**config.mk**
```make
export PLATFORM = sky130hd
export DESIGN_NAME = mfpg_top
export DESIGN_NICKNAME = d
export VERILOG_FILES = /design/src/mfpg_pkg.sv /design/src/mfpg_top.sv /design/src/mfpg_sync.sv /design/src/mfpg_port5.sv
export VERILOG_INCLUDE_DIRS = /design/src
export SDC_FILE = /design/constraint.sdc
export NUM_CORES = 1
export LEC_CHECK = 0
export ABC_AREA = 1
export BUFFER_PORTS_ARGS = -buffer_cell sky130_fd_sc_hd__buf_2
export CELL_PAD_IN_SITES_DETAIL_PLACEMENT = 0
export CELL_PAD_IN_SITES_GLOBAL_PLACEMENT = 2
export CORE_ASPECT_RATIO = 1.2
export CORE_MARGIN = 3
export CORE_UTILIZATION = 28
export CTS_CLUSTER_SIZE = 12
export DETAILED_ROUTE_END_ITERATION = 8
export GPL_TIMING_DRIVEN = 0
export PLACE_DENSITY_LB_ADDON = 0.25
export SYNTH_ARGS = -nofsm -noshare
export SYNTH_HDL_FRONTEND = slang
export SYNTH_SLANG_ARGS = --single-unit
export TNS_END_PERCENT = 100
```
**constraint.sdc**
```tcl
create_clock -name clk -period 2.1 [get_ports clk]
set_clock_uncertainty 0.2 [all_clocks]
set_input_delay 0.21 -clock clk [delete_from_list [all_inputs] [get_ports clk]]
set_output_delay 0.21 -clock clk [all_outputs]
set_load 0.01 [all_outputs]
```
**src/mfpg_params.svh**
```systemverilog
// offsets, field positions, reset values and timing counts for the
// port group; included by the top, synchroniser and port 5 modules
`ifndef MFPG_PARAMS_SVH
`define MFPG_PARAMS_SVH
// register indices, byte address is four times the index
`define MFPG_IDX_P2_LATCH 12'h002
`define MFPG_IDX_P3_LATCH 12'h003
`define MFPG_IDX_P3_DRIVE 12'h004
`define MFPG_IDX_P5_LATCH 12'h005
`define MFPG_IDX_P5_DIR 12'h00a
`define MFPG_IDX_SYS_CTRL 12'h0f0
`define MFPG_IDX_P2_PIN 12'hf9c
`define MFPG_IDX_P3_PIN 12'hf9d
`define MFPG_IDX_P5_LCD 12'hf9f
// field positions
`define MFPG_P3_SDO_EN 1
`define MFPG_P3_SCK_EN 2
`define MFPG_P3_OD_LO 3
`define MFPG_P3_OD_HI 4
`define MFPG_P3_DIV 7
`define MFPG_SYS_DUAL 0
`define MFPG_SYS_STOP 1
`define MFPG_SYS_GLOBAL_OUTPUT_ENABLE 2
`define MFPG_SYS_DIVSEL 3
// reset values
`define MFPG_RST_P2 3'h7
`define MFPG_RST_P3 8'h9f
`define MFPG_RST_DRV 8'h00
`define MFPG_RST_P5 8'h00
`define MFPG_RST_SYS 4'h0
// timing: registered ack, one cycle after the request is seen
`define MFPG_ACK_CYCLES 1
`define MFPG_SYNC_STAGES 2
`endif

```
**src/mfpg_pkg.sv**
```systemverilog
// types shared by the port group modules
// assumes nothing beyond a SystemVerilog compiler
package mfpg_pkg;
  typedef enum logic [1:0] {
    MFPG_IDLE,
    MFPG_ACK
  } mfpg_bus_t;
  typedef logic [7:0] mfpg_byte_t;
endpackage

```
**src/mfpg_top.sv**
```systemverilog
// multi-function port group: ports 2, 3 and 5 behind classic wishbone
// assumes one clock, synchronous reset, pins resolved by the bench
//
// Operation
// - port 2 has three pins; its latch bits reset to one
// - dual-clock mode gives pins 2.1, 2.2 to the sub oscillator
// - falling edge on pin 2.0 sets the external interrupt latch
// - port 2 latch reads back; separate read-only pin register
// - port 2 reads carry data only in bits 2 to 0
// - stop mode floats pin 2.0 regardless of output enable
// - port 3 bits 4,3: drive bit 0 open drain, 1 push-pull
// - reset sets port 3 latch ones except bits 6,5, drive control zero
// - port 3 latch reads back; pin register returns bits 4,3
// - port 3 bit 7 output only: 0 low, 1 high or divider
// - drive bits 2 and 1 enable serial clock and data outputs
// - unused port 3 register bits read as zero
// - port 5 has eight pins with own direction bits
// - port 5 latch, direction and lcd select reset to zero
// - lcd select one gives the pin to the lcd segment
// - port 5 read: pin, zero or latch by direction and select
// - port 5 direction 0 input, 1 output
`timescale 1ns/1ps
`include "mfpg_params.svh"
module mfpg_top import mfpg_pkg::*; #(
  parameter int ADDR_W = 14,
  parameter int P5_W = 8
) (
  // clocking
  input wire logic clk,
  input wire logic srst,
  input wire logic ce,
  // wishbone slave
  input wire logic wb_cyc_i,
  input wire logic wb_stb_i,
  input wire logic wb_we_i,
  input wire logic [ADDR_W-1:0] wb_adr_i,
  input wire logic [3:0] wb_sel_i,
  input wire logic [31:0] wb_dat_i,
  output logic [31:0] wb_dat_o,
  output logic wb_ack_o,
  // port 2 pins
  input wire logic [2:0] p2PadIn,
  output logic [2:0] p2PadOut,
  output logic [2:0] p2PadOeN,
  // port 3 pins, bits 4 and 3 two-way, bit 7 output only
  input wire logic [1:0] p3PadIn,
  output logic [1:0] p3PadOut,
  output logic [1:0] p3PadOeN,
  output logic p3DivPadOut,
  output logic p3DivPadOeN,
  // port 5 pins
  input wire logic [P5_W-1:0] p5PadIn,
  output logic [P5_W-1:0] p5PadOut,
  output logic [P5_W-1:0] p5PadOeN,
  // on-chip peripherals
  input wire logic dividerOutput,
  input wire logic [P5_W-1:0] lcdSegment,
  output logic subOscEnable,
  output logic externalIrqFiveSet,
  output logic serialClockOutEnable,
  output logic serialDataOutEnable
);
  // ---------------------------------------------------------------
  // elaboration checks
  // ---------------------------------------------------------------
  initial begin
    if (ADDR_W < 14 || ADDR_W > 32) $error("mfpg_top: ADDR_W 14..32");
    if (P5_W != 8) $error("mfpg_top: P5_W must be 8");
  end

  // ---------------------------------------------------------------
  // registers
  // ---------------------------------------------------------------
  logic [2:0] p2Latch_ff;
  logic [7:0] p3Latch_ff;
  logic [7:0] p3Drive_ff;
  logic [P5_W-1:0] p5Latch_ff;
  logic [P5_W-1:0] p5Dir_ff;
  logic [P5_W-1:0] p5Lcd_ff;
  logic [3:0] sysCtrl_ff;
  mfpg_bus_t busState_ff;
  logic [31:0] rdData_ff;
  logic p20Prev_ff;
  logic irqFall_ff;
  logic [31:0] nxt_rdData;

  // ---------------------------------------------------------------
  // pin synchronisers
  // ---------------------------------------------------------------
  logic [2:0] p2Sync;
  logic [1:0] p3Sync;
  logic [P5_W-1:0] p5Sync;
  logic [P5_W-1:0] p5Read;

  mfpg_sync #(.WIDTH(3)) u_sync_p2 (
    .clk(clk),
    .srst(srst),
    .ce(ce),
    .asyncIn(p2PadIn),
    .syncOut(p2Sync)
  );

  mfpg_sync #(.WIDTH(2)) u_sync_p3 (
    .clk(clk),
    .srst(srst),
    .ce(ce),
    .asyncIn(p3PadIn),
    .syncOut(p3Sync)
  );

  mfpg_sync #(.WIDTH(P5_W)) u_sync_p5 (
    .clk(clk),
    .srst(srst),
    .ce(ce),
    .asyncIn(p5PadIn),
    .syncOut(p5Sync)
  );

  // ---------------------------------------------------------------
  // bus decode
  // ---------------------------------------------------------------
  function automatic logic isIdx(input logic [ADDR_W-1:0] adr,
                                 input logic [11:0] idx);
    isIdx = (adr[ADDR_W-1:2] == (ADDR_W-2)'(idx)) &&
            (adr[1:0] == 2'h0);
  endfunction

  logic busReq;
  logic wrLane;

  assign busReq = wb_cyc_i & wb_stb_i & (busState_ff == MFPG_IDLE);
  assign wrLane = busReq & wb_we_i & wb_sel_i[0];

  // ---------------------------------------------------------------
  // wishbone handshake, one wait state, ack for one cycle
  // ---------------------------------------------------------------
  always_ff @(posedge clk) begin
    if (srst) begin
      busState_ff <= MFPG_IDLE;
    end else if (ce) begin
      case (busState_ff)
        MFPG_IDLE: begin
          if (wb_cyc_i & wb_stb_i) begin
            busState_ff <= MFPG_ACK;
          end
        end
        MFPG_ACK: begin
          busState_ff <= MFPG_IDLE;
        end
        default: begin
          busState_ff <= MFPG_IDLE;
        end
      endcase
    end
  end

  assign wb_ack_o = (busState_ff == MFPG_ACK) & wb_cyc_i & wb_stb_i;

  // ---------------------------------------------------------------
  // port 2 latch
  // ---------------------------------------------------------------
  always_ff @(posedge clk) begin
    if (srst) begin
      p2Latch_ff <= `MFPG_RST_P2;
    end else if (ce && wrLane && isIdx(wb_adr_i, `MFPG_IDX_P2_LATCH)) begin
      p2Latch_ff <= wb_dat_i[2:0];
    end
  end

  // ---------------------------------------------------------------
  // port 3 latch and drive control
  // ---------------------------------------------------------------
  always_ff @(posedge clk) begin
    if (srst) begin
      p3Latch_ff <= `MFPG_RST_P3;
    end else if (ce && wrLane && isIdx(wb_adr_i, `MFPG_IDX_P3_LATCH)) begin
      p3Latch_ff <= wb_dat_i[7:0];
    end
  end

  always_ff @(posedge clk) begin
    if (srst) begin
      p3Drive_ff <= `MFPG_RST_DRV;
    end else if (ce && wrLane && isIdx(wb_adr_i, `MFPG_IDX_P3_DRIVE)) begin
      p3Drive_ff <= wb_dat_i[7:0];
    end
  end

  // ---------------------------------------------------------------
  // port 5 latch, direction and lcd select
  // ---------------------------------------------------------------
  always_ff @(posedge clk) begin
    if (srst) begin
      p5Latch_ff <= `MFPG_RST_P5;
    end else if (ce && wrLane && isIdx(wb_adr_i, `MFPG_IDX_P5_LATCH)) begin
      p5Latch_ff <= wb_dat_i[P5_W-1:0];
    end
  end

  always_ff @(posedge clk) begin
    if (srst) begin
      p5Dir_ff <= `MFPG_RST_P5;
    end else if (ce && wrLane && isIdx(wb_adr_i, `MFPG_IDX_P5_DIR)) begin
      p5Dir_ff <= wb_dat_i[P5_W-1:0];
    end
  end

  always_ff @(posedge clk) begin
    if (srst) begin
      p5Lcd_ff <= `MFPG_RST_P5;
    end else if (ce && wrLane && isIdx(wb_adr_i, `MFPG_IDX_P5_LCD)) begin
      p5Lcd_ff <= wb_dat_i[P5_W-1:0];
    end
  end

  // ---------------------------------------------------------------
  // system control: dual clock, stop, output enable, divider select
  // ---------------------------------------------------------------
  always_ff @(posedge clk) begin
    if (srst) begin
      sysCtrl_ff <= `MFPG_RST_SYS;
    end else if (ce && wrLane && isIdx(wb_adr_i, `MFPG_IDX_SYS_CTRL)) begin
      sysCtrl_ff <= wb_dat_i[3:0];
    end
  end

  logic dualClk;
  logic stopMode;
  logic outGate;

  assign dualClk = sysCtrl_ff[`MFPG_SYS_DUAL];
  assign stopMode = sysCtrl_ff[`MFPG_SYS_STOP];
  // in stop, outputs stay driven only while output enable is set
  assign outGate = ~stopMode | sysCtrl_ff[`MFPG_SYS_GLOBAL_OUTPUT_ENABLE];

  // ---------------------------------------------------------------
  // read mux, undefined bits read as zero
  // ---------------------------------------------------------------
  always_comb begin
    nxt_rdData = 32'h0000_0000;
    if (isIdx(wb_adr_i, `MFPG_IDX_P2_LATCH)) begin
      nxt_rdData[2:0] = p2Latch_ff;
    end else if (isIdx(wb_adr_i, `MFPG_IDX_P2_PIN)) begin
      nxt_rdData[2:0] = p2Sync;
    end else if (isIdx(wb_adr_i, `MFPG_IDX_P3_LATCH)) begin
      nxt_rdData[7] = p3Latch_ff[7];
      nxt_rdData[4:3] = p3Latch_ff[4:3];
    end else if (isIdx(wb_adr_i, `MFPG_IDX_P3_DRIVE)) begin
      nxt_rdData[4:1] = p3Drive_ff[4:1];
    end else if (isIdx(wb_adr_i, `MFPG_IDX_P3_PIN)) begin
      nxt_rdData[4:3] = p3Sync;
    end else if (isIdx(wb_adr_i, `MFPG_IDX_P5_LATCH)) begin
      nxt_rdData[P5_W-1:0] = p5Read;
    end else if (isIdx(wb_adr_i, `MFPG_IDX_P5_DIR)) begin
      nxt_rdData[P5_W-1:0] = p5Dir_ff;
    end else if (isIdx(wb_adr_i, `MFPG_IDX_P5_LCD)) begin
      nxt_rdData[P5_W-1:0] = p5Lcd_ff;
    end else if (isIdx(wb_adr_i, `MFPG_IDX_SYS_CTRL)) begin
      nxt_rdData[3:0] = sysCtrl_ff;
    end
  end

  always_ff @(posedge clk) begin
    if (srst) begin
      rdData_ff <= 32'h0000_0000;
    end else if (ce && busReq) begin
      rdData_ff <= wb_we_i ? 32'h0000_0000 : nxt_rdData;
    end
  end

  assign wb_dat_o = rdData_ff;

  // ---------------------------------------------------------------
  // port 2 pins
  // ---------------------------------------------------------------
  // pin 2.0 floats in stop so it can wake the device
  assign p2PadOut[0] = p2Latch_ff[0];
  assign p2PadOeN[0] = ~(~stopMode & ~p2Latch_ff[0]);
  // pins 2.1, 2.2 belong to the sub oscillator in dual-clock mode
  assign p2PadOut[2:1] = p2Latch_ff[2:1];
  assign p2PadOeN[1] = dualClk | ~outGate | p2Latch_ff[1];
  assign p2PadOeN[2] = dualClk | ~outGate | p2Latch_ff[2];
  assign subOscEnable = dualClk;

  // ---------------------------------------------------------------
  // external interrupt edge from pin 2.0
  // ---------------------------------------------------------------
  always_ff @(posedge clk) begin
    if (srst) begin
      p20Prev_ff <= 1'b0; // synchroniser resets low, so no false edge
      irqFall_ff <= 1'b0;
    end else if (ce) begin
      p20Prev_ff <= p2Sync[0];
      irqFall_ff <= p20Prev_ff & ~p2Sync[0];
    end
  end

  assign externalIrqFiveSet = irqFall_ff & ce;

  // ---------------------------------------------------------------
  // port 3 pins
  // ---------------------------------------------------------------
  genvar k;
  generate
    for (k = 0; k < 2; k++) begin : g_p3
      localparam int B = `MFPG_P3_OD_LO + k;
      // push-pull drives both levels, open drain only pulls low
      assign p3PadOut[k] = p3Latch_ff[B];
      assign p3PadOeN[k] = ~outGate |
        (~p3Drive_ff[B] & p3Latch_ff[B]);
    end
  endgenerate

  assign p3DivPadOut = p3Latch_ff[`MFPG_P3_DIV] &
    (sysCtrl_ff[`MFPG_SYS_DIVSEL] ? dividerOutput : 1'b1);
  assign p3DivPadOeN = ~outGate;

  assign serialClockOutEnable = p3Drive_ff[`MFPG_P3_SCK_EN];
  assign serialDataOutEnable = p3Drive_ff[`MFPG_P3_SDO_EN];

  // ---------------------------------------------------------------
  // port 5
  // ---------------------------------------------------------------
  mfpg_port5 #(.WIDTH(P5_W)) u_port5 (
    .latch(p5Latch_ff),
    .dir(p5Dir_ff),
    .lcdSel(p5Lcd_ff),
    .outGate(outGate),
    .lcdSeg(lcdSegment),
    .pinSync(p5Sync),
    .padOut(p5PadOut),
    .padOeN(p5PadOeN),
    .readVal(p5Read)
  );
endmodule

```
**src/mfpg_sync.sv**
```systemverilog
// two flip-flop synchroniser for a group of pin levels
// assumes clk is the block clock and ce freezes it
`timescale 1ns/1ps
`include "mfpg_params.svh"
module mfpg_sync import mfpg_pkg::*; #(
  parameter int WIDTH = 8
) (
  // clocking
  input wire logic clk,
  input wire logic srst,
  input wire logic ce,
  // levels
  input wire logic [WIDTH-1:0] asyncIn,
  output logic [WIDTH-1:0] syncOut
);
  logic [WIDTH-1:0] stage1_ff;
  logic [WIDTH-1:0] stage2_ff;

  initial begin
    if (WIDTH < 1) $error("mfpg_sync: WIDTH must be at least 1");
  end

  always_ff @(posedge clk) begin
    if (srst) begin
      stage1_ff <= '0;
      stage2_ff <= '0;
    end else if (ce) begin
      stage1_ff <= asyncIn;
      stage2_ff <= stage1_ff;
    end
  end

  assign syncOut = stage2_ff;
endmodule

```
**src/mfpg_port5.sv**
```systemverilog
// port 5 pin and read-back logic, one slice per pin
// assumes registers and synchronised pin levels come from the top
`timescale 1ns/1ps
`include "mfpg_params.svh"
module mfpg_port5 import mfpg_pkg::*; #(
  parameter int WIDTH = 8
) (
  // configuration
  input wire logic [WIDTH-1:0] latch,
  input wire logic [WIDTH-1:0] dir,
  input wire logic [WIDTH-1:0] lcdSel,
  input wire logic outGate,
  // lcd segment drive
  input wire logic [WIDTH-1:0] lcdSeg,
  // pin side
  input wire logic [WIDTH-1:0] pinSync,
  output logic [WIDTH-1:0] padOut,
  output logic [WIDTH-1:0] padOeN,
  // read-back
  output logic [WIDTH-1:0] readVal
);
  initial begin
    if (WIDTH < 1 || WIDTH > 8) $error("mfpg_port5: WIDTH 1..8");
  end

  genvar i;
  generate
    for (i = 0; i < WIDTH; i++) begin : g_pin
      // lcd select overrides latch and direction at the pin; on read-back direction wins, and lcd select reads zero on inputs
      assign padOut[i] = lcdSel[i] ? lcdSeg[i] : latch[i];
      assign padOeN[i] = ~(outGate & (lcdSel[i] | dir[i]));
      assign readVal[i] = dir[i] ? latch[i] :
        (lcdSel[i] ? 1'b0 : pinSync[i]);
    end
  endgenerate
endmodule

```
* After elaboration in Yosys (flattened, before gate mapping)
Index checks and enable logic that the tools add are counted.
** Storage, ports and cells
- Register bits :: 106
- Input port bits :: 78
- Memory bits (read-only) :: 0
- Bits in latches :: 0
- Memories :: 0
- Memory bits (writable) :: 0
** Cells by class
- Bitwise logic cells :: 49
- Shifts and indexed selects :: 0
- Div/mod/pow operators :: 0
- Multipliers :: 0
- Reduce and logical (&&, ||, !) cells :: 21
- Add/subtract/negate cells :: 0
- Eq/ne operators :: 11
- $lt $le $gt $ge :: 0
- Mux-type cells :: 47
** Operator list (count)
- equality test 12 bit, second input constant :: 3
- 2-to-1 mux 1 bit :: 27
- equality test 12 x 2 -> 1 bit, second input constant :: 2
- equality test 12 x 3 -> 1 bit, second input constant :: 2
- 2-to-1 mux 8 bit :: 3
- AND 1 bit :: 20
- logical AND 1 bit :: 18
- 2-to-1 mux 3 bit :: 6
- 2-to-1 mux 4 bit :: 4
- NOT 1 bit :: 15
- bitwise OR 1 bit :: 14
- equality test 12 x 4 -> 1 bit, second input constant :: 1
- equality test 12 x 8 -> 1 bit, second input constant :: 1
- 2-to-1 mux 2 bit :: 5
- 2-to-1 mux 5 bit :: 2
- zero test 2 bit :: 2
- equality test 2 x 1 -> 1 bit, second input constant :: 1
- != test 2 bit, second input constant :: 1
- AND reduction 2 bit :: 1

* Depth between registers and ports, before layout
Gate-level depths: netlist (run 1).
- Depth in word-level cells :: 12
- Gate-level depth with buffers :: 12
- Depth with buffers taken out :: 11

* Cells and area by module
A second synthesis (run 1) with hierarchy kept.
** Second synthesis, totals
- Cell total of the unflattened synthesis :: 655
- Area total of the unflattened synthesis :: 4269.1 sq um
** By module, submodules not included
- mfpg_top :: area each 2915.3 sq um, times used 1, cells an instance 426, sequential area each 980.9 sq um
- mfpg_sync at u_sync_p5 :: area each 670.6 sq um, times used 1, cells an instance 101, sequential area each 320.3 sq um
- mfpg_port5 :: area each 260.2 sq um, times used 1, cells an instance 64, sequential area each 0.0 sq um
- mfpg_sync at u_sync_p2 :: area each 247.7 sq um, times used 1, cells an instance 38, sequential area each 120.1 sq um
- mfpg_sync at u_sync_p3 :: area each 175.2 sq um, times used 1, cells an instance 26, sequential area each 80.1 sq um

* Worst setup path after synthesis (run 1)
No wires, ideal clock.
- Path type :: input -> register
- Start point :: in wb_adr_i[13]
- End point :: reg p5Dir_ff[5]
- Stages on the path :: 8
- Setup slack :: 0.571 ns
- Data required time :: 1.781 ns
- Setup time :: 0.119 ns
- Path buffers :: 1
- Arrival :: 1.210 ns
- Cell sequence :: nor2_1 -> nand2_2 -> nor2_8 -> and2_4 -> nand2_1 -> buf_2 -> o21ai_0 -> a21oi_1
** On the way
- Word-level cells in the longest chain between the ends :: 3
** Ends and longest elaborated chain
- from (decl) :: RTL line mfpg_top.sv:36 : input wire logic [ADDR_W-1:0] wb_adr_i,
- equality test 12 x 4 -> 1 bit :: RTL line mfpg_top.sv:124 : isIdx = (adr[ADDR_W-1:2] == (ADDR_W-2)'(idx)) &&
- logical AND 1 bit :: RTL line mfpg_top.sv:124
- logical AND 1 bit :: RTL line mfpg_top.sv:203 : end else if (ce && wrLane && isIdx(wb_adr_i, `MFPG_IDX_P5_DIR)) begin
- to (signal assigned) :: RTL line mfpg_top.sv:202 : p5Dir_ff <= `MFPG_RST_P5;
- to (signal assigned) :: RTL line mfpg_top.sv:204 : p5Dir_ff <= wb_dat_i[P5_W-1:0];
- to (decl) :: RTL line mfpg_top.sv:78 : logic [P5_W-1:0] p5Dir_ff;
No other way between the ends.
A chain may end at the register's enable or synchronous reset.

* Worst setup path in the final report (run 1)
- Start point :: reg busState_ff[0]
- End point :: reg p5Dir_ff[5]
** On the way
- Word-level cells in the longest chain between the ends :: 6
** Ends and longest elaborated chain
- from (decl) :: RTL line mfpg_top.sv:81 : mfpg_bus_t busState_ff;
- from (signal assigned) :: RTL line mfpg_top.sv:139 : busState_ff <= MFPG_IDLE;
- from (signal assigned) :: RTL line mfpg_top.sv:144 : busState_ff <= MFPG_ACK;
- from (signal assigned) :: RTL line mfpg_top.sv:148 : busState_ff <= MFPG_IDLE;
- zero test 2 bit :: RTL line mfpg_top.sv:131 : assign busReq = wb_cyc_i & wb_stb_i & (busState_ff == MFPG_IDLE);
- AND 1 bit :: RTL line mfpg_top.sv:131
- AND 1 bit (2 in series) :: RTL line mfpg_top.sv:132 : assign wrLane = busReq & wb_we_i & wb_sel_i[0];
- logical AND 1 bit (2 in series) :: RTL line mfpg_top.sv:203
No other way between the ends.

==> flow_summary.yaml, run 1 <==
run_status:
  status: "complete, but fails checks"
  violations: "hold timing"
floorplan:
  core_area_mm2: 0.0139
  die_width_um: 115
  initial_utilization: 0.289
  die_h_um: 137
  pin_count: 143
  num_rows: 47
  dieArea_mm2: 0.0159
layout:
  n_antenna_cell: 0
  num-fill-cells: 1514
  area.growth.synth_to_final_pct: 30.6
  drive_gt1_frac: 0.235
  nets: 806
timing:
  finalSetupViolCount: 0
  slew_viol_final: 0
  finalCritPeriodShare: 0.939
  grt_setup_unrepaired: "no"
  fin_crit_ns: 1.97
  slew_headroom: 0.551
  worstMarginPinSlew_ns: 0.669
  hold_viol_final: 1
  fin_hold_ws_ns: -0.00120
  max_freq_mhz: 507
  worst_slack_ns: 0.128
  tns_ns: 0
drt:
  via_per_inst: 4.63
  drtIter0Drc: 188
  wl_um: 13600
  ant_nets: 0
  first_pass_iters: 5
  wire_per_inst_um: 15.1
  drc: 0
  vias: 4190
synth:
  syn_area_mm2: 0.00402
  yosysUniqueCellTypes: 37
  yosysSeqAreaShare: 0.373
  synth_cells: 586
  syn_area_per_cell_um2: 6.87
  ys_ff_latch: 75
  yosysWarnings: 0
critical_path:
  worst-path-max-fanout: 10
  worstPathRequired_ns: 2.11
  path_cells: "inv_1 -> nand4_1 -> nor2_2 -> nand2_1 -> buf_2 -> o21ai_0 -> a21oi_1"
  r2r_end: "p5Dir_ff[5]"
  crit_arrival_ns: 1.99
  ff2ff_path_depth: 7
  cp_slowest_cell: "nor2_2"
  crit_type: "flip-flop to flip-flop"
  slowest_delay_ns: 0.33
  start_kind: "flip-flop"
  ff2ff_setup_slack_ns: 0.13
  worst-path-buf-inv: 2
  rr_startpoint: "busState_ff[0]"
  cp-end-kind: "flip-flop"
  crit_family: "simple AND/OR/NAND/NOR gates"
grt:
  grt_antenna_before_repair: 0
  grt_max_degree: 12
  first_global_vias: 3965
  overflow: 0
  grt_util_all_layers: 0.173
  grt_pass1_wl_um: 20800
clocking:
  clkLatencyLatePin_ns: 0.33
  ctsLongestPathBuffers: 2
  postCtsSetupBuffers: 0
  h-tree-depth: 3
  path_clk_slew_ns: 0.06
  cts_tree: "built"
  cts_buffers: 9
  numClockSinks: 75
  cts_root_buf: "clkbuf_16"
place:
  numPortBuffers: 90
  place_ws_ns: 0.0754
  dp_hpwl_um: 10900
  gp_congestion: 0.851
min_path:
  min-delay-start: "wb_dat_i[3]"
  hold_end: "sysCtrl_ff[3]"
  holdCritPathClass: "input pin to flip-flop"
  hold_depth: 3
pwr:
  ir_drop_v: 0.000401
  power.leakage_nw: 2.42
  powerDensity_mw_per_mm2: 629
job:
  max-cap-violations: 0
==> worst max path at each step <==
stage | start | end | slack [ns] | cells past startpoint
final | busState_ff[0] | p5Dir_ff[5] | 0.13 | 7
after global routing | busState_ff[0] | p5Dir_ff[6] | 0.008 | 7
after global placement | wb_adr_i[1] | wb_dat_o[1] | 0.07 | 12
after detailed placement | wb_adr_i[1] | p5Dir_ff[5] | 0.08 | 9
after CTS | sysCtrl_ff[1] | p5PadOeN[4] | 0.08 | 6
after floorplan | wb_adr_i[13] | p5Dir_ff[5] | 0.57 | 8
==> layout make-up <==
type / count / area, um2 / area share
tap: 171 / 214 / 0.0407
timing repair buffer: 108 / 631 / 0.120
inverter: 72 / 270 / 0.0514
multi-input combinational: 416 / 2030 / 0.387
clock buffer: 15 / 288 / 0.0548
buffer: 46 / 310 / 0.0591
clock inverter: 1 / 5.00 / 0.000953
sequential: 75 / 1500 / 0.286
==> report_power, final <==
part | total [mW] | internal [mW] | switching, mW
Combinational | 0.319 | 0.133 | 0.186
Sequential | 1.48 | 1.46 | 0.0223
Clock | 1.50 | 0.929 | 0.575
==> cell families after synthesis <==
logic type / share of synthesized area
and+or+nand+nor: 0.286
other: 0.000932
buffers and inverters: 0.143
DFF: 0.373
AOI/OAI and AO/OA: 0.196
==> tightest hold or removal path, delay by kind of cell <==
family	cells	cell delay [ns]
AO/OA/AOI/OAI	2	0.19
buffers and inverters	1	0.10
==> flip-flops by register name (all words and copies together) (netlist names) <==
name	flops
busState_ff	1
irqFall_ff	1
p20Prev_ff	1
p2PadOut	3
p3Drive_ff	4
p3Latch_ff	3
p5Dir_ff	8
p5Latch_ff	8
p5Lcd_ff	8
sysCtrl_ff	4
u_sync_p2.stage1_ff	3
u_sync_p2.syncOut	3
u_sync_p3.stage1_ff	2
u_sync_p3.syncOut	2
u_sync_p5.stage1_ff	8
u_sync_p5.syncOut	8
wb_dat_o	8
==> per-stage QoR <==
step,std cells,power (mW),area (um2),hold WS (ns),utilization
3_5_place_dp,870,1.80,4770,0.237,0.343
4_1_cts,904,3.32,5250,0.000160,0.377
2_1_floorplan,609,1.68,4110,0.0885,-
5_1_grt,904,3.41,5250,0.0239,0.377
6_report,904,3.30,5250,-0.00120,0.377
3_3_place_gp,870,1.80,4770,0.232,0.343
==> placed cells by master (no fill, tap or decap), types with 5 or more instances in the layout <==
master / synthesis / final
nand4_1: 10 / 10
dlygate4sd3_1: 0 / 18
nand2_1: 92 / 92
nor2_2: 5 / 6
dfxtp_1: 75 / 75
nor3_1: 5 / 5
clkbuf_1: 12 / 13
a21oi_1: 38 / 38
nor2_4: 5 / 5
conb_1: 1 / 24
o21ai_1: 5 / 5
inv_1: 69 / 69
o21ai_0: 74 / 74
clkbuf_16: 0 / 9
o211ai_1: 10 / 10
buf_2: 2 / 92
a21oi_2: 8 / 8
buf_4: 28 / 28
nand3_1: 35 / 35
nor2_1: 81 / 80
==> Yosys cell counts, drive strengths merged <==
master	number	share of area
inv	72	0.067
nand3	36	0.048
conb	1	0.00093
and2	1	0.0022
nor3b	1	0.0019
a21oi	46	0.065
or2	1	0.0016
nand3b	4	0.0075
nor3	7	0.013
dfxtp	75	0.37
nor2	92	0.10
o211ai	10	0.019
clkbuf	12	0.011
buf	34	0.065
o21ai	80	0.10
a211oi	3	0.0056
o21a	1	0.0019
nand4	10	0.016
a22oi	1	0.0019
o22ai	2	0.0031
nand2	97	0.095
==> metal layers <==
| layer | up-vias | track usage | part of all wire |
|---|---|---|---|
| met5 | - | 0 | 0 |
| met4 | 0 | 0.0548 | 0.012 |
| met3 | 14 | 0.0189 | 0.036 |
| met2 | 103 | 0.318 | 0.51 |
| met1 | 1918 | 0.210 | 0.44 |
| li1 | 2155 | - | - |
==> what timing repair did <==
item                                    4_1_cts  5_1_grt
hold endpoints to repair                     20        0
pin swaps                                     0        0
endpoints found under the setup margin       10        2
gates resized for setup                       2        1
hold buffers                                 18        0
(Power assumes the default switching activity.)
==> run 2: changes to the inputs <==
--- a/config.mk
+++ b/config.mk
@@ -6,13 +6,13 @@
 export SDC_FILE = /design/constraint.sdc
 export NUM_CORES = 1
 export LEC_CHECK = 0
-export ABC_AREA = 1
+export ABC_AREA = 0
 export BUFFER_PORTS_ARGS = -buffer_cell sky130_fd_sc_hd__buf_2
 export CELL_PAD_IN_SITES_DETAIL_PLACEMENT = 0
 export CELL_PAD_IN_SITES_GLOBAL_PLACEMENT = 2
 export CORE_ASPECT_RATIO = 1.2
 export CORE_MARGIN = 3
-export CORE_UTILIZATION = 28
+export CORE_UTILIZATION = 30
 export CTS_CLUSTER_SIZE = 12
 export DETAILED_ROUTE_END_ITERATION = 8
 export GPL_TIMING_DRIVEN = 0
==> run 2 against run 1 <==
Net effect:
- worst setup slack worse by 0.11 ns
- final cell count decreased by 13%
- global-route usage grew 2.6 points
- maximum frequency fell by 5.1%
- via count down 6.5%
- largest cell class unchanged
- the run now ends clean
- register-to-register slack got worse by 0.02 ns
- total power grew 3.3%
==> flow_summary.yaml, run 2 <==
run_status:
  status: "complete, no violations"
drt:
  vias: 3919
  wire_per_inst_um: 18.2
  drtIter0Drc: 227
  ant_nets: 0
  via_per_inst: 5.01
  first_pass_iters: 5
  wl_um: 14200
  drc: 0
synth:
  yosysSeqAreaShare: 0.384
  ys_ff_latch: 75
  synth.top_cell.area_share: 0.384
  yosysWarnings: 0
  syn_area_per_cell_um2: 8.62
  yosysUniqueCellTypes: 54
  syn_area_mm2: 0.00390
  yosys.area.top_type: "dfxtp_1"
  synth_cells: 453
  synth_edf_count: 0
  synthTopCellsByArea: "dfxtp_1 (38%), mux2i_1 (10%), buf_4 (5.0%)"
  ys.flop_type: "dfxtp_1"
  async_flop_share: 0
  yosysMostFrequentCell: "dfxtp_1"
  synth.top_cells.by_count: "dfxtp_1 (75), nor2_1 (50), nand2_1 (47)"
place:
  gp_congestion: 0.857
  numPortBuffers: 87
  place_ws_ns: -0.740
  dp_hpwl_um: 10800
layout:
  regArea_mm2: 0.00150
  post-route-util: 0.434
  num-fill-cells: 1352
  area.growth.synth_to_final_pct: 40.9
  drive_gt1_frac: 0.318
  most-common-layout-cells: "buf_2 (85), dfxtp_1 (75), nor2_1 (50), nand2_1 (46), buf_4 (46)"
  final_common_cell: "buf_2"
  multi_input_area_mm2: 0.00231
  nets: 692
  n_antenna_cell: 0
timing:
  max_freq_mhz: 481
  worstMarginPinSlew_ns: 0.754
  slew_viol_final: 0
  fin_crit_ns: 2.08
  finalSetupViolCount: 0
  tns_ns: 0
  worst_slack_ns: 0.0220
  finalCritPeriodShare: 0.990
  grt_setup_unrepaired: "yes"
  hold_viol_final: 0
  slew_headroom: 0.496
critical_path:
  worst-path-buf-inv: 1
  crit_type: "input pin to flip-flop"
  worst-path-max-fanout: 6
  start_kind: "input pin"
  crit_arrival_ns: 2.10
  path_cells: "buf_8 -> or4_4 -> or4_4 -> a211oi_4 -> nor4_2 -> a221o_1"
  worstPathRequired_ns: 2.12
  cp-end-kind: "flip-flop"
  crit_top_cell: "or4_4"
  slowest_delay_ns: 0.63
  crit_family: "simple AND/OR/NAND/NOR gates"
  cp_slowest_cell: "or4_4"
floorplan:
  dieArea_mm2: 0.0144
  die_width_um: 110
  pin_count: 143
  num_rows: 45
  die_h_um: 131
  initial_utilization: 0.308
  core_area_mm2: 0.0127
min_path:
  holdCritPathClass: "input pin to flip-flop"
clocking:
  clkLatencyLatePin_ns: 0.33
  numClockSinks: 75
  path_clk_slew_ns: 0.06
  cts_tree: "built"
  h-tree-depth: 3
  cts_root_buf: "clkbuf_16"
  ctsLongestPathBuffers: 2
  cts_buffers: 9
pwr:
  powerDensity_mw_per_mm2: 620
  ir_drop_v: 0.000273
  power.leakage_nw: 2.26
grt:
  grt_pass1_wl_um: 21300
  grt_antenna_before_repair: 0
  overflow: 0
  first_global_vias: 3669
  grt_max_degree: 16
  grt_util_all_layers: 0.200
job:
  max-cap-violations: 0
## run 2: changes by cell type in the layout (fill, tap and decap cells not counted), sizes merged, moves of 8 or more
cell	previous run	this run
a21oi	46	36
buf	124	140
inv	72	10
mux2	0	8
mux2i	0	39
nand2	97	47
nand3	36	17
nor2	92	50
nor4	0	13
o211ai	10	2
o21ai	80	17
## run 2: cells by family after synthesis
kind of cell,synth area share
buf+inv,0.0807
other cells,0.000960
flops,0.384
simple gates,0.261
compound gates,0.150
mux,0.123
## run 2: path summary, 6_finish.rpt
check / start / endpoint / slack, ns / depth (start not counted)
setup reg to reg: busState_ff[0] / p5Latch_ff[7] / 0.11 / 6
setup / recovery: wb_adr_i[6] / wb_dat_o[2] / 0.02 / 6
hold / removal: wb_dat_i[3] / p5Lcd_ff[3] / 0.02 / 3
hold reg to reg: wb_dat_o[5] / wb_dat_o[5] / 0.25 / 2
## run 2: power by group
part | total [mW] | internal (mW) | switching, mW
sequential | 1.46 | 1.45 | 0.0160
clock | 1.61 | 0.942 | 0.669
combinational | 0.341 | 0.156 | 0.185
total | 3.41 | 2.54 | 0.869
## run 2: through the flow
| step | hold slack (ns) | power, mW | instances | area, um2 |
|---|---|---|---|---|
| after global placement | 0.244 | 1.78 | 727 | 4650 |
| after CTS | 0.00118 | 3.44 | 769 | 5330 |
| after detailed placement | 0.248 | 1.78 | 727 | 4650 |
| after global routing | 0.0216 | 3.55 | 783 | 5500 |
| after floorplan | 0.128 | 1.67 | 476 | 4010 |
| final | 0.0209 | 3.41 | 783 | 5500 |
## run 2: worst register-to-register path, stage by stage (launching register included)
cell	delay, ns
dfxtp_1	0.32
and4b_1	0.31
and3_1	0.22
clkbuf_2	0.29
nand2_1	0.30
nand2_1	0.15
a21oi_1	0.07
## run 2: layout make-up
class	count	share of cell area
Clock inverter	7	0.0150
Sequential cell	75	0.273
Multi-Input combinational cell	347	0.421
Clock buffer	9	0.0409
Tap cell	164	0.0373
Inverter	6	0.00409
Buffer	46	0.0516
Timing Repair Buffer	129	0.158
## run 2: per-layer routing
metal  track usage  wire length (um)  vias to the layer above
met5             0                 0                        -
met3        0.0241               698                       14
met4        0.0761               277                        0
met1         0.260              6170                     1870
li1              -                 -                     1915
met2         0.338              7090                      120
## run 2: timing repair
| action | CTS | global route |
|---|---|---|
| pin swaps | 10 | 12 |
| setup buffers | 9 | 14 |
| gates cloned | 1 | 0 |
| gates resized for setup | 22 | 13 |
| endpoints found under the setup margin | 47 | 31 |
| endpoints found under the hold margin | 31 | 0 |
| hold buffers | 19 | 0 |
==> run 3: changes to the inputs <==
--- a/config.mk
+++ b/config.mk
@@ -11,9 +11,9 @@
 export CELL_PAD_IN_SITES_DETAIL_PLACEMENT = 0
 export CELL_PAD_IN_SITES_GLOBAL_PLACEMENT = 2
 export CORE_ASPECT_RATIO = 1.2
-export CORE_MARGIN = 3
+export CORE_MARGIN = 8
 export CORE_UTILIZATION = 30
-export CTS_CLUSTER_SIZE = 12
+export CTS_CLUSTER_SIZE = 24
 export DETAILED_ROUTE_END_ITERATION = 8
 export GPL_TIMING_DRIVEN = 0
 export PLACE_DENSITY_LB_ADDON = 0.25
==> run 3 against run 2 <==
Net effect:
- utilization down 0.73 points
- global-route usage down 2.7 points
- via count down 0.79%
- critical path type unchanged
- flip-flop and latch count unchanged
- clock power down 12%
- largest power group is now sequential cells
- maximum frequency down 0.30%
- die area up 17%
- worst setup slack worse by 0.0062 ns
==> flow_summary.yaml, run 3 (synthesized netlist as in run 2, its figures left out) <==
drt:
  drc: 0
  route.top_layer_used: "met4"
  wl_um: 14800
  via_per_inst: 4.97
  wire_per_inst_um: 19.0
  wirelength_met1_um: 6310
  ant_nets: 0
  dr_wl_met2_um: 7490
  first_pass_iters: 4
  drtIter0Drc: 147
  met3_length_um: 723
  vias: 3888
timing:
  fin_hold_ws_ns: 0.0129
  worstMarginPinSlew_ns: 0.821
  hold_viol_final: 0
  slew_headroom: 0.451
  slew_viol_final: 0
  fin_crit_ns: 2.08
  max_freq_mhz: 480
  finalSetupViolCount: 0
  finalCritPeriodShare: 0.992
critical_path:
  cp-end-kind: "flip-flop"
  worstPathRequired_ns: 2.12
  crit_type: "input pin to flip-flop"
  slowest_delay_ns: 0.62
  worst-path-max-fanout: 6
  worst-path-buf-inv: 1
  crit_top_cell: "or4_4"
  crit_arrival_ns: 2.11
  start_kind: "input pin"
  crit_family: "simple AND/OR/NAND/NOR gates"
  cp_slowest_cell: "or4_4"
  path_cells: "buf_2 -> or4_4 -> or4_4 -> a211oi_2 -> nor4_1 -> a221o_1"
clocking:
  cts_tree: "built"
  h-tree-depth: 3
  ctsLongestPathBuffers: 2
  cts_root_buf: "clkbuf_16"
  path_clk_slew_ns: 0.06
  clkLatencyLatePin_ns: 0.34
  cts_buffers: 9
  numClockSinks: 75
floorplan:
  num_rows: 45
  pin_count: 143
  dieArea_mm2: 0.0169
  initial_utilization: 0.308
  die_width_um: 120
  die_h_um: 141
  core_area_mm2: 0.0127
grt:
  grt_antenna_before_repair: 0
  first_global_vias: 3992
  grt_pass1_wl_um: 22500
  grt_max_degree: 14
  grt_util_all_layers: 0.173
  overflow: 0
min_path:
  holdCritPathClass: "input pin to flip-flop"
layout:
  nets: 691
  most-common-layout-cells: "buf_2 (85), dfxtp_1 (75), nor2_1 (50), buf_4 (46), nand2_1 (45)"
  drive_gt1_frac: 0.307
  post-route-util: 0.427
  final_common_cell: "buf_2"
  n_antenna_cell: 0
  area.growth.synth_to_final_pct: 38.6
pwr:
  ir_drop_v: 0.000284
  power.leakage_nw: 2.22
  powerDensity_mw_per_mm2: 594
job:
  max-cap-violations: 0
run_status:
  status: "complete, no violations"
place:
  dp_hpwl_um: 11400
  gp_congestion: 0.887
  numPortBuffers: 87
-- run 3: area by class of cell --
class | instances | area (um2)
buffer | 46 | 280
clock buffer | 11 | 233
clock inverter | 5 | 38.8
fill | 1322 | 7260
inverter | 6 | 22.5
multi-input combinational | 347 | 2290
sequential | 75 | 1500
tap | 164 | 205
timing repair buffer | 128 | 838
-- run 3: per-layer routing --
metal | track usage | vias to the layer above
li1 | - | 1922
met1 | 0.206 | 1837
met2 | 0.302 | 113
met3 | 0.0372 | 16
met4 | 0.0560 | 0
met5 | 0 | -
-- run 3: timing repair --
| item | in CTS | in global routing |
|---|---|---|
| hold buffers | 19 | 0 |
| pin swaps | 5 | 7 |
| gates resized for setup | 18 | 8 |
| cloned | 1 | 0 |
| buffers inserted | 12 | 10 |
| setup endpoints to repair | 47 | 28 |
| hold endpoints to repair | 29 | 0 |
-- run 3: report_power, final --
group / leakage [nW] / total, mW / switching, mW / internal (mW)
clock network: 0.118 / 1.42 / 0.616 / 0.804
registers: 0.608 / 1.46 / 0.0166 / 1.45
logic: 1.49 / 0.331 / 0.183 / 0.148
-- run 3: through the flow --
| stage | power (mW) | worst slack, ns | area [um2] | instances | setup TNS [ns] |
|---|---|---|---|---|---|
| finish | 3.22 | 0.0159 | 5410 | 782 | 0 |
| global route | 3.34 | -0.00326 | 5410 | 782 | -0.00586 |
| floorplan | 1.67 | -0.132 | 4010 | 476 | -0.215 |
| global placement | 1.78 | -0.809 | 4650 | 727 | -24.98 |
| detailed placement | 1.78 | -0.829 | 4650 | 727 | -24.48 |
| CTS | 3.23 | -0.0116 | 5280 | 773 | -0.0116 |
-- run 3: path summary, 6_finish.rpt --
path | start | endpoint | slack, ns | cells after the start
setup / recovery | wb_adr_i[9] | wb_dat_o[2] | 0.02 | 6
hold / removal | wb_dat_i[1] | p5Lcd_ff[1] | 0.01 | 3
setup reg to reg | busState_ff[0] | wb_dat_o[2] | 0.12 | 6
hold reg to reg | wb_dat_o[7] | wb_dat_o[7] | 0.25 | 2
-- run 3: tightest hold or removal path, delay by kind of cell --
family,cells,cell delay (ns)
buf+inv,1,0.16
simple gates,1,0.07
compound gates,1,0.05
